`src/hdl/smon_pkg.sv`:
```
// Contract
// - Normal state is always available, even with no threshold enabled.
// - Only upper critical enabled gives exactly normal and above upper critical.
// - Upper warning plus upper critical enabled gives normal, above warning, above critical.
// - Above upper warning and below lower warning are warning severity.
// - Above upper critical and below lower critical are critical severity.
// - With several states available, a move to a worse state raises an assertion.
// - A worse state must persist for the assertion timeout, in samples, first.
// - A state change before the timeout ends cancels the pending assertion.
// - A timeout of zero asserts at once.
// - Ordinary sensors are sampled once per second.
// - The slow sensor class samples every three seconds.
// - Improving transitions raise a de-assertion event.
// - Upper de-assertion level is threshold minus hysteresis.
// - Lower de-assertion level is threshold plus hysteresis.
// - De-assert only at or past the de-assertion level; in between stays asserted.
// - Zero hysteresis makes the threshold itself the de-assertion level.
// - Four thresholds with own enables: lower critical, lower warning, upper warning, critical.
// - Above warning when over upper warning but not over upper critical; else above critical.
// - Below warning when at/above lower critical but under lower warning; else below critical.
package smon_pkg;

    // ==========================================================
    // Widths and register map
    localparam int DW = 16;
    localparam int AW = 4;
    localparam logic [AW-1:0] ADDR_CTRL = 4'h0;
    localparam logic [AW-1:0] ADDR_THR_LC = 4'h1;
    localparam logic [AW-1:0] ADDR_THR_LW = 4'h2;
    localparam logic [AW-1:0] ADDR_THR_UW = 4'h3;
    localparam logic [AW-1:0] ADDR_THR_UC = 4'h4;
    localparam logic [AW-1:0] ADDR_HYST = 4'h5;
    localparam logic [AW-1:0] ADDR_TMO = 4'h6;
    localparam logic [AW-1:0] ADDR_STAT = 4'h7;

    // ==========================================================
    // Field positions and reset values
    localparam int THR_LC = 0;
    localparam int THR_LW = 1;
    localparam int THR_UW = 2;
    localparam int THR_UC = 3;
    localparam int CTRL_SLOW = 4;
    localparam logic [3:0] EN_RST = 4'h0;
    localparam logic [DW-1:0] THR_RST = 16'h0000;
    localparam logic [DW-1:0] HYST_RST = 16'h0000;
    localparam logic [DW-1:0] TMO_RST = 16'h0000;
    localparam logic [DW-1:0] CNT_RST = 16'h0000;

    // ==========================================================
    // Sample timing
    localparam int CLK_PERIOD_NS = 8;
    localparam int SAMPLE_PERIOD_S = 1;
    localparam int SLOW_SAMPLE_S = 3;
    localparam int SEC_CYCLES = SAMPLE_PERIOD_S * 1000000000 / CLK_PERIOD_NS;
    localparam int SLOW_MULT = SLOW_SAMPLE_S / SAMPLE_PERIOD_S;

    // ==========================================================
    // States and severities
    typedef enum logic [4:0] {
        ST_NORMAL = 5'b00001,
        ST_UW = 5'b00010,
        ST_UC = 5'b00100,
        ST_LW = 5'b01000,
        ST_LC = 5'b10000
    } smon_state_t;

    localparam logic [1:0] SEV_NORMAL = 2'h0;
    localparam logic [1:0] SEV_WARN = 2'h1;
    localparam logic [1:0] SEV_CRIT = 2'h2;

    typedef struct packed {
        logic asrt;
        logic dasrt;
        smon_state_t state;
    } smon_evt_t;

    typedef struct packed {
        logic [3:0] en;
        logic slow;
        logic [DW-1:0] hyst;
        logic [DW-1:0] tmo;
    } smon_cfg_t;

endpackage

```
`src/hdl/smon_tick.sv`:
```
`timescale 1ns/10ps
module smon_tick import smon_pkg::*; #(
    parameter int CYC_PER_SEC = SEC_CYCLES
) (
    input wire logic sys_clk_i,
    input wire logic rst_n_i,
    input wire logic slow_i,
    output logic tick_o
);

    localparam logic [31:0] LIM_FAST = 32'(CYC_PER_SEC - 1);
    localparam logic [31:0] LIM_SLOW = 32'(CYC_PER_SEC * SLOW_MULT - 1);

    logic [31:0] cnt_reg;
    wire [31:0] lim = slow_i ? LIM_SLOW : LIM_FAST;
    // Compare with >= so a class change mid-period cannot strand the counter
    wire wrap = (cnt_reg >= lim);

    always_ff @(posedge sys_clk_i) begin
        if (!rst_n_i) begin
            cnt_reg <= 32'h0000_0000;
            tick_o <= 1'b0;
        end else begin
            cnt_reg <= wrap ? 32'h0000_0000 : cnt_reg + 32'h0000_0001;
            tick_o <= wrap;
        end
    end

    AST_TICK_SPACING: assert property (@(posedge sys_clk_i) disable iff (!rst_n_i)
        tick_o |=> !tick_o)
        else $error("sample tick lasted more than one cycle");

endmodule

```
`src/hdl/smon_top.sv`:
```
// Our own choices: the address-and-strobe port and the placing of the registers.
`timescale 1ns/10ps
module smon_top import smon_pkg::*; #(
    parameter int CYC_PER_SEC = SEC_CYCLES
) (
    input wire logic sys_clk_i,
    input wire logic rst_n_i,
    input wire logic [AW-1:0] addr_i,
    input wire logic [DW-1:0] wdata_i,
    input wire logic wr_i,
    input wire logic rd_i,
    output logic [DW-1:0] rdata_o,
    input wire logic signed [DW-1:0] reading_i,
    output logic sample_o,
    output smon_evt_t evt_o,
    output smon_state_t state_o,
    output logic [1:0] severity_o,
    output logic pending_o
);

    // ==========================================================
    // Register file
    smon_cfg_t cfg_reg;
    logic signed [DW-1:0] thr_reg [4];

    wire wr_ctrl = wr_i && (addr_i == ADDR_CTRL);
    wire wr_hyst = wr_i && (addr_i == ADDR_HYST);
    wire wr_tmo = wr_i && (addr_i == ADDR_TMO);

    always_ff @(posedge sys_clk_i) begin
        if (!rst_n_i) begin
            cfg_reg.en <= EN_RST;
            cfg_reg.slow <= 1'b0;
            cfg_reg.hyst <= HYST_RST;
            cfg_reg.tmo <= TMO_RST;
        end else begin
            if (wr_ctrl) begin
                cfg_reg.en <= wdata_i[3:0];
                cfg_reg.slow <= wdata_i[CTRL_SLOW];
            end
            if (wr_hyst) begin
                cfg_reg.hyst <= wdata_i;
            end
            if (wr_tmo) begin
                cfg_reg.tmo <= wdata_i;
            end
        end
    end

    // ==========================================================
    // Sample tick
    logic tick;

    smon_tick #(
        .CYC_PER_SEC(CYC_PER_SEC)
    ) u_tick (
        .sys_clk_i(sys_clk_i),
        .rst_n_i(rst_n_i),
        .slow_i(cfg_reg.slow),
        .tick_o(tick)
    );

    // ==========================================================
    // Per-threshold compare
    // Indices 0..1 are lower thresholds, 2..3 upper ones
    logic [3:0] beyond;
    logic [3:0] cleared;
    wire signed [DW:0] rd_ext = {reading_i[DW-1], reading_i};
    wire signed [DW:0] hy_ext = {1'b0, cfg_reg.hyst};

    genvar gi;
    generate
        for (gi = 0; gi < 4; gi++) begin : g_thr
            wire wr_thr = wr_i && (addr_i == AW'(gi + 1));
            wire signed [DW:0] th_ext = {thr_reg[gi][DW-1], thr_reg[gi]};
            // Extra bit keeps threshold +/- hysteresis from wrapping for hysteresis up to 32768
            wire signed [DW:0] dlev;
            if (gi >= THR_UW) begin : g_up
                assign dlev = th_ext - hy_ext;
                assign beyond[gi] = rd_ext > th_ext;
                assign cleared[gi] = rd_ext <= dlev;
            end else begin : g_lo
                assign dlev = th_ext + hy_ext;
                assign beyond[gi] = rd_ext < th_ext;
                assign cleared[gi] = rd_ext >= dlev;
            end
            always_ff @(posedge sys_clk_i) begin
                if (!rst_n_i) begin
                    thr_reg[gi] <= THR_RST;
                end else if (wr_thr) begin
                    thr_reg[gi] <= wdata_i;
                end
            end
        end
    endgenerate

    // ==========================================================
    // Classification
    wire [3:0] hit = beyond & cfg_reg.en;
    smon_state_t raw;
    assign raw = hit[THR_UC] ? ST_UC :
                 hit[THR_UW] ? ST_UW :
                 hit[THR_LC] ? ST_LC :
                 hit[THR_LW] ? ST_LW : ST_NORMAL;

    function automatic logic [1:0] sev_of(input smon_state_t s);
        case (s)
            ST_UW, ST_LW: sev_of = SEV_WARN;
            ST_UC, ST_LC: sev_of = SEV_CRIT;
            default: sev_of = SEV_NORMAL;
        endcase
    endfunction

    // ==========================================================
    // Asserted state and pending assertion
    smon_state_t state_reg;
    smon_state_t state_next;
    smon_state_t pend_st_reg;
    smon_state_t pend_st_next;
    logic pend_vld_reg;
    logic pend_vld_next;
    logic [DW-1:0] cnt_reg;
    logic [DW-1:0] cnt_next;
    smon_evt_t evt_next;

    // Whether the threshold of the current asserted state is enabled and still holds it
    logic hold_ok;
    always_comb begin
        case (state_reg)
            ST_UC: hold_ok = cfg_reg.en[THR_UC] && !cleared[THR_UC];
            ST_UW: hold_ok = cfg_reg.en[THR_UW] && !cleared[THR_UW];
            ST_LW: hold_ok = cfg_reg.en[THR_LW] && !cleared[THR_LW];
            ST_LC: hold_ok = cfg_reg.en[THR_LC] && !cleared[THR_LC];
            default: hold_ok = 1'b0;
        endcase
    end

    wire raw_better = sev_of(raw) < sev_of(state_reg);
    smon_state_t cand;
    // Stay asserted until the reading reaches or passes the de-assertion level
    assign cand = (raw_better && hold_ok) ? state_reg : raw;
    wire cand_better = sev_of(cand) < sev_of(state_reg);
    wire cand_worse = (cand != state_reg) && !cand_better;
    wire tmo_zero = (cfg_reg.tmo == TMO_RST);
    wire same_pend = pend_vld_reg && (pend_st_reg == cand);
    wire cnt_done = (cnt_reg + 16'h0001) == cfg_reg.tmo;

    always_comb begin
        state_next = state_reg;
        pend_st_next = pend_st_reg;
        pend_vld_next = pend_vld_reg;
        cnt_next = cnt_reg;
        evt_next = '{asrt: 1'b0, dasrt: 1'b0, state: state_reg};
        if (tick) begin
            if (cand == state_reg) begin
                // Reading went back before timeout: drop the wait
                pend_vld_next = 1'b0;
            end else if (cand_better) begin
                state_next = cand;
                pend_vld_next = 1'b0;
                evt_next = '{asrt: 1'b0, dasrt: 1'b1, state: cand};
            end else if (tmo_zero) begin
                state_next = cand;
                pend_vld_next = 1'b0;
                evt_next = '{asrt: 1'b1, dasrt: 1'b0, state: cand};
            end else if (same_pend) begin
                if (cnt_done) begin
                    state_next = cand;
                    pend_vld_next = 1'b0;
                    evt_next = '{asrt: 1'b1, dasrt: 1'b0, state: cand};
                end else begin
                    cnt_next = cnt_reg + 16'h0001;
                end
            end else begin
                // New or changed worse state restarts the wait
                pend_vld_next = 1'b1;
                pend_st_next = cand;
                cnt_next = CNT_RST;
            end
        end
    end

    always_ff @(posedge sys_clk_i) begin
        if (!rst_n_i) begin
            state_reg <= ST_NORMAL;
            pend_st_reg <= ST_NORMAL;
            pend_vld_reg <= 1'b0;
            cnt_reg <= CNT_RST;
        end else begin
            state_reg <= state_next;
            pend_st_reg <= pend_st_next;
            pend_vld_reg <= pend_vld_next;
            cnt_reg <= cnt_next;
        end
    end

    // ==========================================================
    // Outputs, all registered
    always_ff @(posedge sys_clk_i) begin
        if (!rst_n_i) begin
            evt_o <= '{asrt: 1'b0, dasrt: 1'b0, state: ST_NORMAL};
            state_o <= ST_NORMAL;
            severity_o <= SEV_NORMAL;
            pending_o <= 1'b0;
            sample_o <= 1'b0;
        end else begin
            evt_o <= evt_next;
            state_o <= state_next;
            severity_o <= sev_of(state_next);
            pending_o <= pend_vld_next;
            sample_o <= tick;
        end
    end

    // ==========================================================
    // Read back
    wire [DW-1:0] stat_word = {3'h0, raw, pend_vld_reg, sev_of(state_reg), state_reg};
    logic [DW-1:0] rd_mux;
    always_comb begin
        case (addr_i)
            ADDR_CTRL: rd_mux = {11'h000, cfg_reg.slow, cfg_reg.en};
            ADDR_THR_LC: rd_mux = thr_reg[THR_LC];
            ADDR_THR_LW: rd_mux = thr_reg[THR_LW];
            ADDR_THR_UW: rd_mux = thr_reg[THR_UW];
            ADDR_THR_UC: rd_mux = thr_reg[THR_UC];
            ADDR_HYST: rd_mux = cfg_reg.hyst;
            ADDR_TMO: rd_mux = cfg_reg.tmo;
            ADDR_STAT: rd_mux = stat_word;
            default: rd_mux = 16'h0000;
        endcase
    end

    always_ff @(posedge sys_clk_i) begin
        if (!rst_n_i) begin
            rdata_o <= 16'h0000;
        end else begin
            rdata_o <= rd_i ? rd_mux : 16'h0000;
        end
    end

    // ==========================================================
    // Checks
    AST_NO_THR_NORMAL: assert property (@(posedge sys_clk_i) disable iff (!rst_n_i)
        (tick && cfg_reg.en == 4'h0) |=> (state_o == ST_NORMAL) && !evt_o.asrt)
        else $error("state not normal with all thresholds disabled");

    AST_UC_ONLY: assert property (@(posedge sys_clk_i) disable iff (!rst_n_i)
        (tick && cfg_reg.en == 4'h8) |=> (state_o == ST_NORMAL || state_o == ST_UC))
        else $error("unreachable state with only upper critical enabled");

    AST_WARN_SEV: assert property (@(posedge sys_clk_i) disable iff (!rst_n_i)
        (state_o == ST_UW || state_o == ST_LW) |-> severity_o == SEV_WARN)
        else $error("warning state has wrong severity");

    AST_CRIT_SEV: assert property (@(posedge sys_clk_i) disable iff (!rst_n_i)
        (state_o == ST_UC || state_o == ST_LC) |-> severity_o == SEV_CRIT)
        else $error("critical state has wrong severity");

    AST_ZERO_TMO: assert property (@(posedge sys_clk_i) disable iff (!rst_n_i)
        (tick && tmo_zero && cand_worse) |=> evt_o.asrt && (evt_o.state == state_o))
        else $error("zero timeout did not assert at once");

    AST_WAIT_FIRST: assert property (@(posedge sys_clk_i) disable iff (!rst_n_i)
        (tick && cand_worse && !tmo_zero && !same_pend) |=> !evt_o.asrt && pending_o)
        else $error("worse state asserted without waiting");

    AST_CANCEL: assert property (@(posedge sys_clk_i) disable iff (!rst_n_i)
        (tick && pend_vld_reg && cand != pend_st_reg) |=> !evt_o.asrt)
        else $error("cancelled pending state was asserted");

    AST_DEASSERT: assert property (@(posedge sys_clk_i) disable iff (!rst_n_i)
        (tick && cand_better) |=> evt_o.dasrt && state_o == $past(cand) && !pending_o)
        else $error("improving change did not de-assert");

    AST_HYST_HOLD: assert property (@(posedge sys_clk_i) disable iff (!rst_n_i)
        (tick && state_reg == ST_UW && cfg_reg.en[THR_UW] && !cleared[THR_UW]
         && raw == ST_NORMAL) |=> state_o == ST_UW && !evt_o.dasrt)
        else $error("de-asserted inside the hysteresis band");

    // ==========================================================
    // Event checks
    // These look at the registered outputs one cycle after the tick,
    // which is what the notification logic downstream will see

    AST_UP_LEVEL: assert property (@(posedge sys_clk_i) disable iff (!rst_n_i)
        (tick && state_reg == ST_UW && cfg_reg.en[THR_UW] && raw == ST_NORMAL
         && rd_ext <= ($signed({thr_reg[THR_UW][DW-1], thr_reg[THR_UW]}) - hy_ext))
        |=> evt_o.dasrt && state_o == ST_NORMAL)
        else $error("upper de-assertion level reached without de-assertion");

    AST_LO_LEVEL: assert property (@(posedge sys_clk_i) disable iff (!rst_n_i)
        (tick && state_reg == ST_LW && cfg_reg.en[THR_LW] && raw == ST_NORMAL
         && rd_ext >= ($signed({thr_reg[THR_LW][DW-1], thr_reg[THR_LW]}) + hy_ext))
        |=> evt_o.dasrt && state_o == ST_NORMAL)
        else $error("lower de-assertion level reached without de-assertion");

    AST_ZERO_HYST: assert property (@(posedge sys_clk_i) disable iff (!rst_n_i)
        (tick && state_reg == ST_UC && cfg_reg.en[THR_UC] && cfg_reg.hyst == HYST_RST
         && raw == ST_NORMAL) |=> evt_o.dasrt && state_o == ST_NORMAL)
        else $error("zero hysteresis did not release at the threshold");

    AST_TMO_EXPIRE: assert property (@(posedge sys_clk_i) disable iff (!rst_n_i)
        (tick && same_pend && cnt_done && !tmo_zero) |=> evt_o.asrt && !pending_o)
        else $error("timeout expired without assertion");

    AST_TMO_COUNT: assert property (@(posedge sys_clk_i) disable iff (!rst_n_i)
        (tick && same_pend && !cnt_done && !tmo_zero) |=> pending_o && !evt_o.asrt)
        else $error("asserted before the timeout expired");

    AST_BACK_CLEARS: assert property (@(posedge sys_clk_i) disable iff (!rst_n_i)
        (tick && cand == state_reg) |=> !pending_o && !evt_o.asrt && !evt_o.dasrt)
        else $error("return to asserted state left a pending assertion");

    AST_EVT_ON_SAMPLE: assert property (@(posedge sys_clk_i) disable iff (!rst_n_i)
        (evt_o.asrt || evt_o.dasrt) |-> sample_o)
        else $error("event raised outside a sample");

    AST_ONE_EVT: assert property (@(posedge sys_clk_i) disable iff (!rst_n_i)
        evt_o.asrt |-> !evt_o.dasrt)
        else $error("assertion and de-assertion in one sample");

    AST_DASRT_BETTER: assert property (@(posedge sys_clk_i) disable iff (!rst_n_i)
        evt_o.dasrt |-> severity_o < $past(severity_o))
        else $error("de-assertion without improvement");

    AST_ASRT_NEW: assert property (@(posedge sys_clk_i) disable iff (!rst_n_i)
        evt_o.asrt |-> evt_o.state == state_o && state_o != $past(state_o))
        else $error("assertion without a state change");

    AST_NORMAL_SEV: assert property (@(posedge sys_clk_i) disable iff (!rst_n_i)
        state_o == ST_NORMAL |-> severity_o == SEV_NORMAL)
        else $error("normal state has wrong severity");

    AST_UW_THREE: assert property (@(posedge sys_clk_i) disable iff (!rst_n_i)
        (tick && cfg_reg.en == 4'hc && state_reg != ST_LW && state_reg != ST_LC)
        |=> (state_o == ST_NORMAL || state_o == ST_UW || state_o == ST_UC))
        else $error("unreachable state with upper thresholds only");

    AST_LC_BAND: assert property (@(posedge sys_clk_i) disable iff (!rst_n_i)
        (tick && tmo_zero && cfg_reg.en[3:2] == 2'b00 && cfg_reg.en[THR_LC]
         && state_reg != ST_LC
         && rd_ext < $signed({thr_reg[THR_LC][DW-1], thr_reg[THR_LC]}))
        |=> evt_o.asrt && state_o == ST_LC)
        else $error("reading under lower critical not asserted");

endmodule

```
`config.mk`:
```
export PLATFORM = sky130hd
export DESIGN_NAME = smon_top
export DESIGN_NICKNAME = d
export VERILOG_FILES = /design/src/hdl/smon_pkg.sv /design/src/hdl/smon_tick.sv /design/src/hdl/smon_top.sv
export SDC_FILE = /design/constraint.sdc
export NUM_CORES = 1
export LEC_CHECK = 0
export BUFFER_PORTS_ARGS = -buffer_cell sky130_fd_sc_hd__clkbuf_2
export CAP_MARGIN = 0
export CORE_ASPECT_RATIO = 1.1
export CORE_MARGIN = 4
export CORE_UTILIZATION = 35
export DETAILED_ROUTE_END_ITERATION = 10
export GPL_TIMING_DRIVEN = 0
export PLACE_DENSITY = 0.55
export SLEW_MARGIN = 10
export SYNTH_ARGS = -nofsm -noshare
export SYNTH_HDL_FRONTEND = slang
export SYNTH_SLANG_ARGS = --single-unit
```
`constraint.sdc`:
```
create_clock -name sys_clk_i -period 17.1 [get_ports sys_clk_i]
set_clock_uncertainty 0.2 [all_clocks]
set_input_delay 3.42 -clock sys_clk_i [delete_from_list [all_inputs] [get_ports sys_clk_i]]
set_output_delay 3.42 -clock sys_clk_i [all_outputs]
set_load 0.1 [all_outputs]
```
==> results.py, run 1 <==
metrics = {
    "clock_tree": {
        "cts_resized": 0,
        "insertion_delay_ps": 460,
        "h-tree-depth": 4,
        "cts_sinks": 182,
        "cts.clk_slew.worst_paths_ps": 80,
        "cts_setup_buffers": 0,
        "cts_hold_buf": 0,
        "root_buffer": "clkbuf_16",
        "cts_tree": "yes",
        "clk_path_buf_depth": 2,
        "cts_buffers": 17,
    },
    "yosys": {
        "syn_area_per_cell_um2": 8.54,
        "synth_area_leader_cell": "ha_1",
        "yosysUniqueCellTypes": 78,
        "synth_top_family_by_area": "simple AND/OR/NAND/NOR gates",
        "synthFlopType": "dfxtp_1",
        "synth_warnings": 0,
        "yosys.area_share.simple": 0.205,
        "yosysTopAreaCellShare": 0.179,
        "synthAdderAreaFrac": 0.185,
        "synth_mux_area_frac": 0.0131,
        "synth_area_leaders": "ha_1, dfxtp_1, edfxtp_1",
        "synth_compound_area_frac": 0.182,
        "ys_top_cells_by_count": "ha_1, nand2_1, inv_1",
        "yosysSeqAreaShare": 0.296,
        "synth_seq_cells": 182,
        "async_flop_share": 0,
        "synth.most_common_cell": "ha_1",
        "synth_edf_count": 64,
        "synthesis.area_mm2": 0.0145,
        "netlist_instances": 1693,
        "synth-xor-area-share": 0.0636,
    },
    "sta": {
        "relSlewSlack": 0.0896,
        "maxSlewViolCount": 0,
        "fmax_mhz": 103,
        "finalHoldViolCount": 0,
        "rsz0062_at_grt": "false",
        "holdWs_ps": 266,
        "setup_slack_ps": 7440,
        "fin_crit_ps": 9660,
        "period_share": 0.565,
        "worst_pin_slew_ps": 1360,
        "setup_tns_ps": 0,
        "setup_violations": 0,
    },
    "final_layout": {
        "area_growth_pct": 10.9,
        "drive_gt1_frac": 0.0735,
        "largest_reg_flops": 64,
        "fin_cells": 2308,
        "fill_cells": 4134,
        "antennaDiodeCount": 0,
        "fin_area_mm2": 0.0160,
        "fin_nets": 2033,
        "fin_util": 0.396,
    },
    "critical_path": {
        "slowest_stage": "mux2i_1",
        "endpoint_kind": "register",
        "crit_type": "in -> reg",
        "cpMostUsedCell": "ha_1",
        "cpPeakStageDelay_ps": 640,
        "cp_data_arrival_time_ps": 9860,
        "worst-path-max-fanout": 12,
        "cp_top_family": "simple AND/OR/NAND/NOR gates",
        "crit_buf_inv": 5,
        "required_ps": 17290,
        "worstPathCellList": "clkbuf_2, ha_1, nand4_1, or4_1, a21o_1, nand3_2, mux2i_1, o21ai_0, ha_1, inv_1, a21oi_1, or3_4, buf_6, mux2_2, or2_2, ha_1, a21o_1, nand2_1, or3b_1, buf_2, or2_4, buf_6, or3b_1, a21boi_1",
        "start_kind": "primary input",
    },
    "die": {
        "die_w_um": 202,
        "fp.dieH_um": 221,
        "initial_utilization": 0.357,
        "core-area_mm2": 0.0405,
        "rows": 77,
        "dieArea_mm2": 0.0446,
        "io_pins": 72,
    },
    "global_routing": {
        "antenna_found_initial": 0,
        "overflow": 0,
        "grt_pass1_wl_um": 71600,
        "grt_usage": 0.208,
        "grt_max_degree": 20,
        "grt_pass1_vias": 12587,
    },
    "detailed_routing": {
        "route.detailed.drc": 0,
        "wl_met1_um": 20800,
        "first_iter_violations": 815,
        "ant_nets": 0,
        "finalWirelength_um": 46800,
        "first_pass_iters": 7,
        "wl_met2_um": 22200,
        "via_per_inst": 5.46,
        "dr.max_layer_used": "met4",
        "dr_total_vias": 12599,
        "wl_per_cell_um": 20.3,
        "route.met3.wl_um": 1890,
    },
    "placed_design": {
        "place.gp.congestion": 0.947,
        "portBuffers": 69,
        "placedInstanceArea_mm2": 0.0154,
        "preCtsSetupSlack_ps": 6990,
        "hpwl_um": 37900,
        "dp.cells": 2276,
    },
    "power": {
        "ir_drop_mv": 0.0753,
        "totalPowerFinal_mw": 1.08,
        "cellPowerDensity_mw_per_mm2": 67.5,
        "leakagePower_nw": 6.92,
    },
    "run_status": {
        "status": "finished, final reports clean",
    },
    "hold_path": {
        "hp-class": "reg -> reg",
    },
    "flow_run": {
        "drv_cap": 0,
    },
}
kinds of logic after synthesis:
logic type | after synthesis
AO/OA/AOI/OAI | 398
flip-flops | 182
adder cells (fa/ha/maj) | 211
AND/OR/NAND/NOR | 578
XOR/XNOR | 105
buffers and inverters | 200
multiplexers | 18
other | 1
metal layers:
metal,global-route usage,up-vias
met5,0,-
met4,0.0862,0
met3,0.0252,82
li1,-,6208
met2,0.352,334
met1,0.267,5975
final cells by class:
type,instances,area (um^2),share of cell area
inverter,152,571,0.0356
tap,513,642,0.0400
timing repair buffer,69,345,0.0215
sequential,182,4280,0.267
multi-input combinational,1312,9380,0.585
clock inverter,15,164,0.0102
clock buffer,17,425,0.0265
buffer,48,218,0.0136
power by group:
part	leakage (nW)	total [mW]	switching (mW)	internal, mW
Sequential	1.57	0.478	0.0183	0.460
Combinational	5.07	0.202	0.124	0.0779
Clock	0.287	0.403	0.207	0.196
placed cells by master, fill, tap and decap left out, types with 43 or more instances in the layout:
master / synthesis / layout
a21boi_0: 43 / 43
a21oi_1: 93 / 93
and2_1: 73 / 73
clkbuf_2: 0 / 69
dfxtp_1: 118 / 118
edfxtp_1: 64 / 64
ha_1: 207 / 207
inv_1: 152 / 152
nand2_1: 168 / 168
nor2_1: 102 / 102
o21ai_0: 86 / 86
xnor2_1: 64 / 64
worst paths after layout:
kind / start / to / slack [ps] / cells past startpoint
hold / removal: u_tick.cnt_reg[0] / u_tick.cnt_reg[0] / 270 / 1
setup reg to reg: cfg_reg[17] / cnt_reg[12] / 8100 / 35
hold reg to reg: u_tick.cnt_reg[0] / u_tick.cnt_reg[0] / 270 / 1
setup / recovery: reading_i[15] / cnt_reg[12] / 7440 / 24
worst reg2reg max path, delay by kind of cell, from the launching register on:
family,cells,cell delay [ps]
multiplexers,1,370
buffers and inverters,4,760
AO/OA/AOI/OAI,17,3570
AND/OR/NAND/NOR,9,2320
XOR/XNOR,1,130
adder cells (fa/ha/maj),3,930
flip-flops,1,650
Power figures use the tool's default switching activity.
==> run 2: changes to the inputs <==
--- a/config.mk
+++ b/config.mk
@@ -5,6 +5,7 @@
 export SDC_FILE = /design/constraint.sdc
 export NUM_CORES = 1
 export LEC_CHECK = 0
+export ABC_AREA = 1
 export BUFFER_PORTS_ARGS = -buffer_cell sky130_fd_sc_hd__clkbuf_2
 export CAP_MARGIN = 0
 export CORE_ASPECT_RATIO = 1.1
==> constraint.sdc (replaced) <==
create_clock -name sys_clk_i -period 9.6 [get_ports sys_clk_i]
set_clock_uncertainty 0.2 [all_clocks]
set_input_delay 1.92 -clock sys_clk_i [delete_from_list [all_inputs] [get_ports sys_clk_i]]
set_output_delay 1.92 -clock sys_clk_i [all_outputs]
set_load 0.1 [all_outputs]
==> run 2 against run 1 <==
  * Critical path depth rose by 16
  * Via count rose by 7.5%
  * Global-route usage rose by 1.1 points
  * Die area barely moved
  * Combinational power rose to 3.2 times the previous value
  * Core utilization rose by 0.23 points
  * Wire length rose by 5.4%
  * Sequential share of layout area fell by 0.16 points
  * Cell area rose by 0.59%
  * First-iteration DRC count rose by 19%
  * Clock power rose by 81%
  * Critical endpoint is now cnt_reg[4]
==> results.py, run 2 <==
metrics = {
    "run_status": {
        "status": "finished, final reports clean",
    },
    "power": {
        "ir_drop_mv": 0.117,
        "cellPowerDensity_mw_per_mm2": 140,
        "leakagePower_nw": 7.44,
    },
    "critical_path": {
        "start_kind": "register",
        "cpPeakStageDelay_ps": 410,
        "worst-path-max-fanout": 10,
        "cp_top_family": "simple AND/OR/NAND/NOR gates",
        "required_ps": 9710,
        "slowest_stage": "fa_1",
        "crit_type": "reg -> reg",
        "cp_data_arrival_time_ps": 7160,
        "endpoint_kind": "register",
        "crit_buf_inv": 2,
        "cpMostUsedCell": "nand2_1",
    },
    "clock_tree": {
        "cts_buffers": 17,
        "root_buffer": "clkbuf_16",
        "cts.clk_slew.worst_paths_ps": 80,
        "cts_hold_buf": 0,
        "cts_resized": 0,
        "cts_sinks": 182,
        "insertion_delay_ps": 450,
        "clk_path_buf_depth": 2,
        "h-tree-depth": 4,
        "cts_setup_buffers": 0,
        "cts_tree": "yes",
    },
    "yosys": {
        "async_flop_share": 0,
        "synthFlopType": "dfxtp_1",
        "synth_warnings": 0,
        "yosysTopAreaCellShare": 0.179,
        "synth_area_leader_cell": "ha_1",
        "synth.most_common_cell": "nand2_1",
        "ys_top_cells_by_count": "nand2_1, inv_1, ha_1",
        "yosysUniqueCellTypes": 58,
        "synth_seq_cells": 182,
        "synth_area_leaders": "ha_1, dfxtp_1, edfxtp_1",
        "synthesis.area_mm2": 0.0144,
        "netlist_instances": 1939,
        "yosysSeqAreaShare": 0.297,
        "syn_area_per_cell_um2": 7.45,
        "synth_edf_count": 64,
    },
    "die": {
        "die_w_um": 202,
        "core-area_mm2": 0.0405,
        "dieArea_mm2": 0.0446,
        "fp.dieH_um": 221,
        "initial_utilization": 0.357,
        "io_pins": 72,
        "rows": 77,
    },
    "placed_design": {
        "hpwl_um": 40800,
        "placedInstanceArea_mm2": 0.0155,
        "portBuffers": 70,
        "place.gp.congestion": 0.925,
    },
    "final_layout": {
        "largest_reg_flops": 64,
        "fin_area_mm2": 0.0161,
        "area_growth_pct": 11.6,
        "antennaDiodeCount": 0,
        "fin_nets": 2284,
        "drive_gt1_frac": 0.0846,
        "final_common_cell": "nand2_1",
        "layout_common_cells": "nand2_1, inv_1, ha_1",
        "fill_cells": 4244,
    },
    "sta": {
        "finalHoldViolCount": 0,
        "relSlewSlack": 0.390,
        "setup_tns_ps": 0,
        "fin_crit_ps": 7050,
        "maxSlewViolCount": 0,
        "period_share": 0.734,
        "worst_pin_slew_ps": 916,
        "setup_violations": 0,
        "fmax_mhz": 142,
        "rsz0062_at_grt": "false",
    },
    "global_routing": {
        "overflow": 0,
        "grt_max_degree": 19,
        "grt_pass1_wl_um": 75900,
        "antenna_found_initial": 0,
        "grt_usage": 0.218,
        "grt_pass1_vias": 13393,
    },
    "detailed_routing": {
        "dr_total_vias": 13550,
        "first_pass_iters": 5,
        "finalWirelength_um": 49400,
        "via_per_inst": 5.30,
        "wl_per_cell_um": 19.3,
        "first_iter_violations": 967,
        "ant_nets": 0,
        "route.detailed.drc": 0,
    },
    "flow_run": {
        "drv_cap": 0,
    },
    "hold_path": {
        "hp-class": "reg -> reg",
    },
}
-- run 2: cell count changes in the layout (fill, tap and decap cells not counted), sizes merged, moves of 27 or more --
cell / before / now
xnor2: 64 / 15
and3: 27 / 0
o22ai: 1 / 39
a21boi: 54 / 4
a22oi: 36 / 0
inv: 158 / 305
nor2: 102 / 213
a21oi: 93 / 195
nand3: 42 / 81
nand2: 168 / 343
nand2b: 32 / 0
and2: 73 / 6
-- run 2: path summary, 6_finish.rpt --
kind	from	end	slack, ps	cells after the start
worst max-delay path	cfg_reg[16]	cnt_reg[4]	2550	40
worst min-delay path	u_tick.cnt_reg[0]	u_tick.cnt_reg[0]	250	1
worst max register to register	cfg_reg[16]	cnt_reg[4]	2550	40
worst min register to register	u_tick.cnt_reg[0]	u_tick.cnt_reg[0]	250	1
-- run 2: final cells by class --
| class | instances | area [um^2] | share of cell area |
|---|---|---|---|
| well taps | 513 | 642 | 0.0398 |
| flip-flops and latches | 182 | 4280 | 0.266 |
| multi-input cells | 1418 | 8860 | 0.549 |
| clock inverters | 14 | 160 | 0.00993 |
| inverters | 297 | 1110 | 0.0691 |
| clock buffers | 18 | 439 | 0.0272 |
| repair buffers | 74 | 410 | 0.0255 |
| plain buffers | 43 | 215 | 0.0133 |
-- run 2: cell families after synthesis --
family / synth area share
other cells: 0.000260
xor+xnor: 0.0449
compound gates: 0.152
flops: 0.297
simple gates: 0.230
buf+inv: 0.0920
fa+ha+maj: 0.185
-- run 2: metal layers --
metal  vias up  wire length, um  global-route usage
li1       6697                -                   -
met2       368            23800               0.383
met5         -                0                   0
met4         0             1690              0.0728
met1      6386            21700               0.280
met3        99             2270              0.0225
-- run 2: report_power, final --
part | switching, mW | internal (mW)
Sequential | 0.0428 | 0.836
Clock | 0.351 | 0.379
Combinational | 0.443 | 0.210
-- run 2: through the flow --
stage	total power, mW	hold WS [ps]	setup WS (ps)	instances	util
after global routing	2.39	292	1860	2559	0.398
after global placement	1.53	231	2650	2523	0.382
after detailed placement	1.54	248	2620	2527	0.384
after floorplan	1.35	218	3820	1940	-
final	2.26	253	2550	2559	0.398
after CTS	2.28	264	2570	2559	0.398
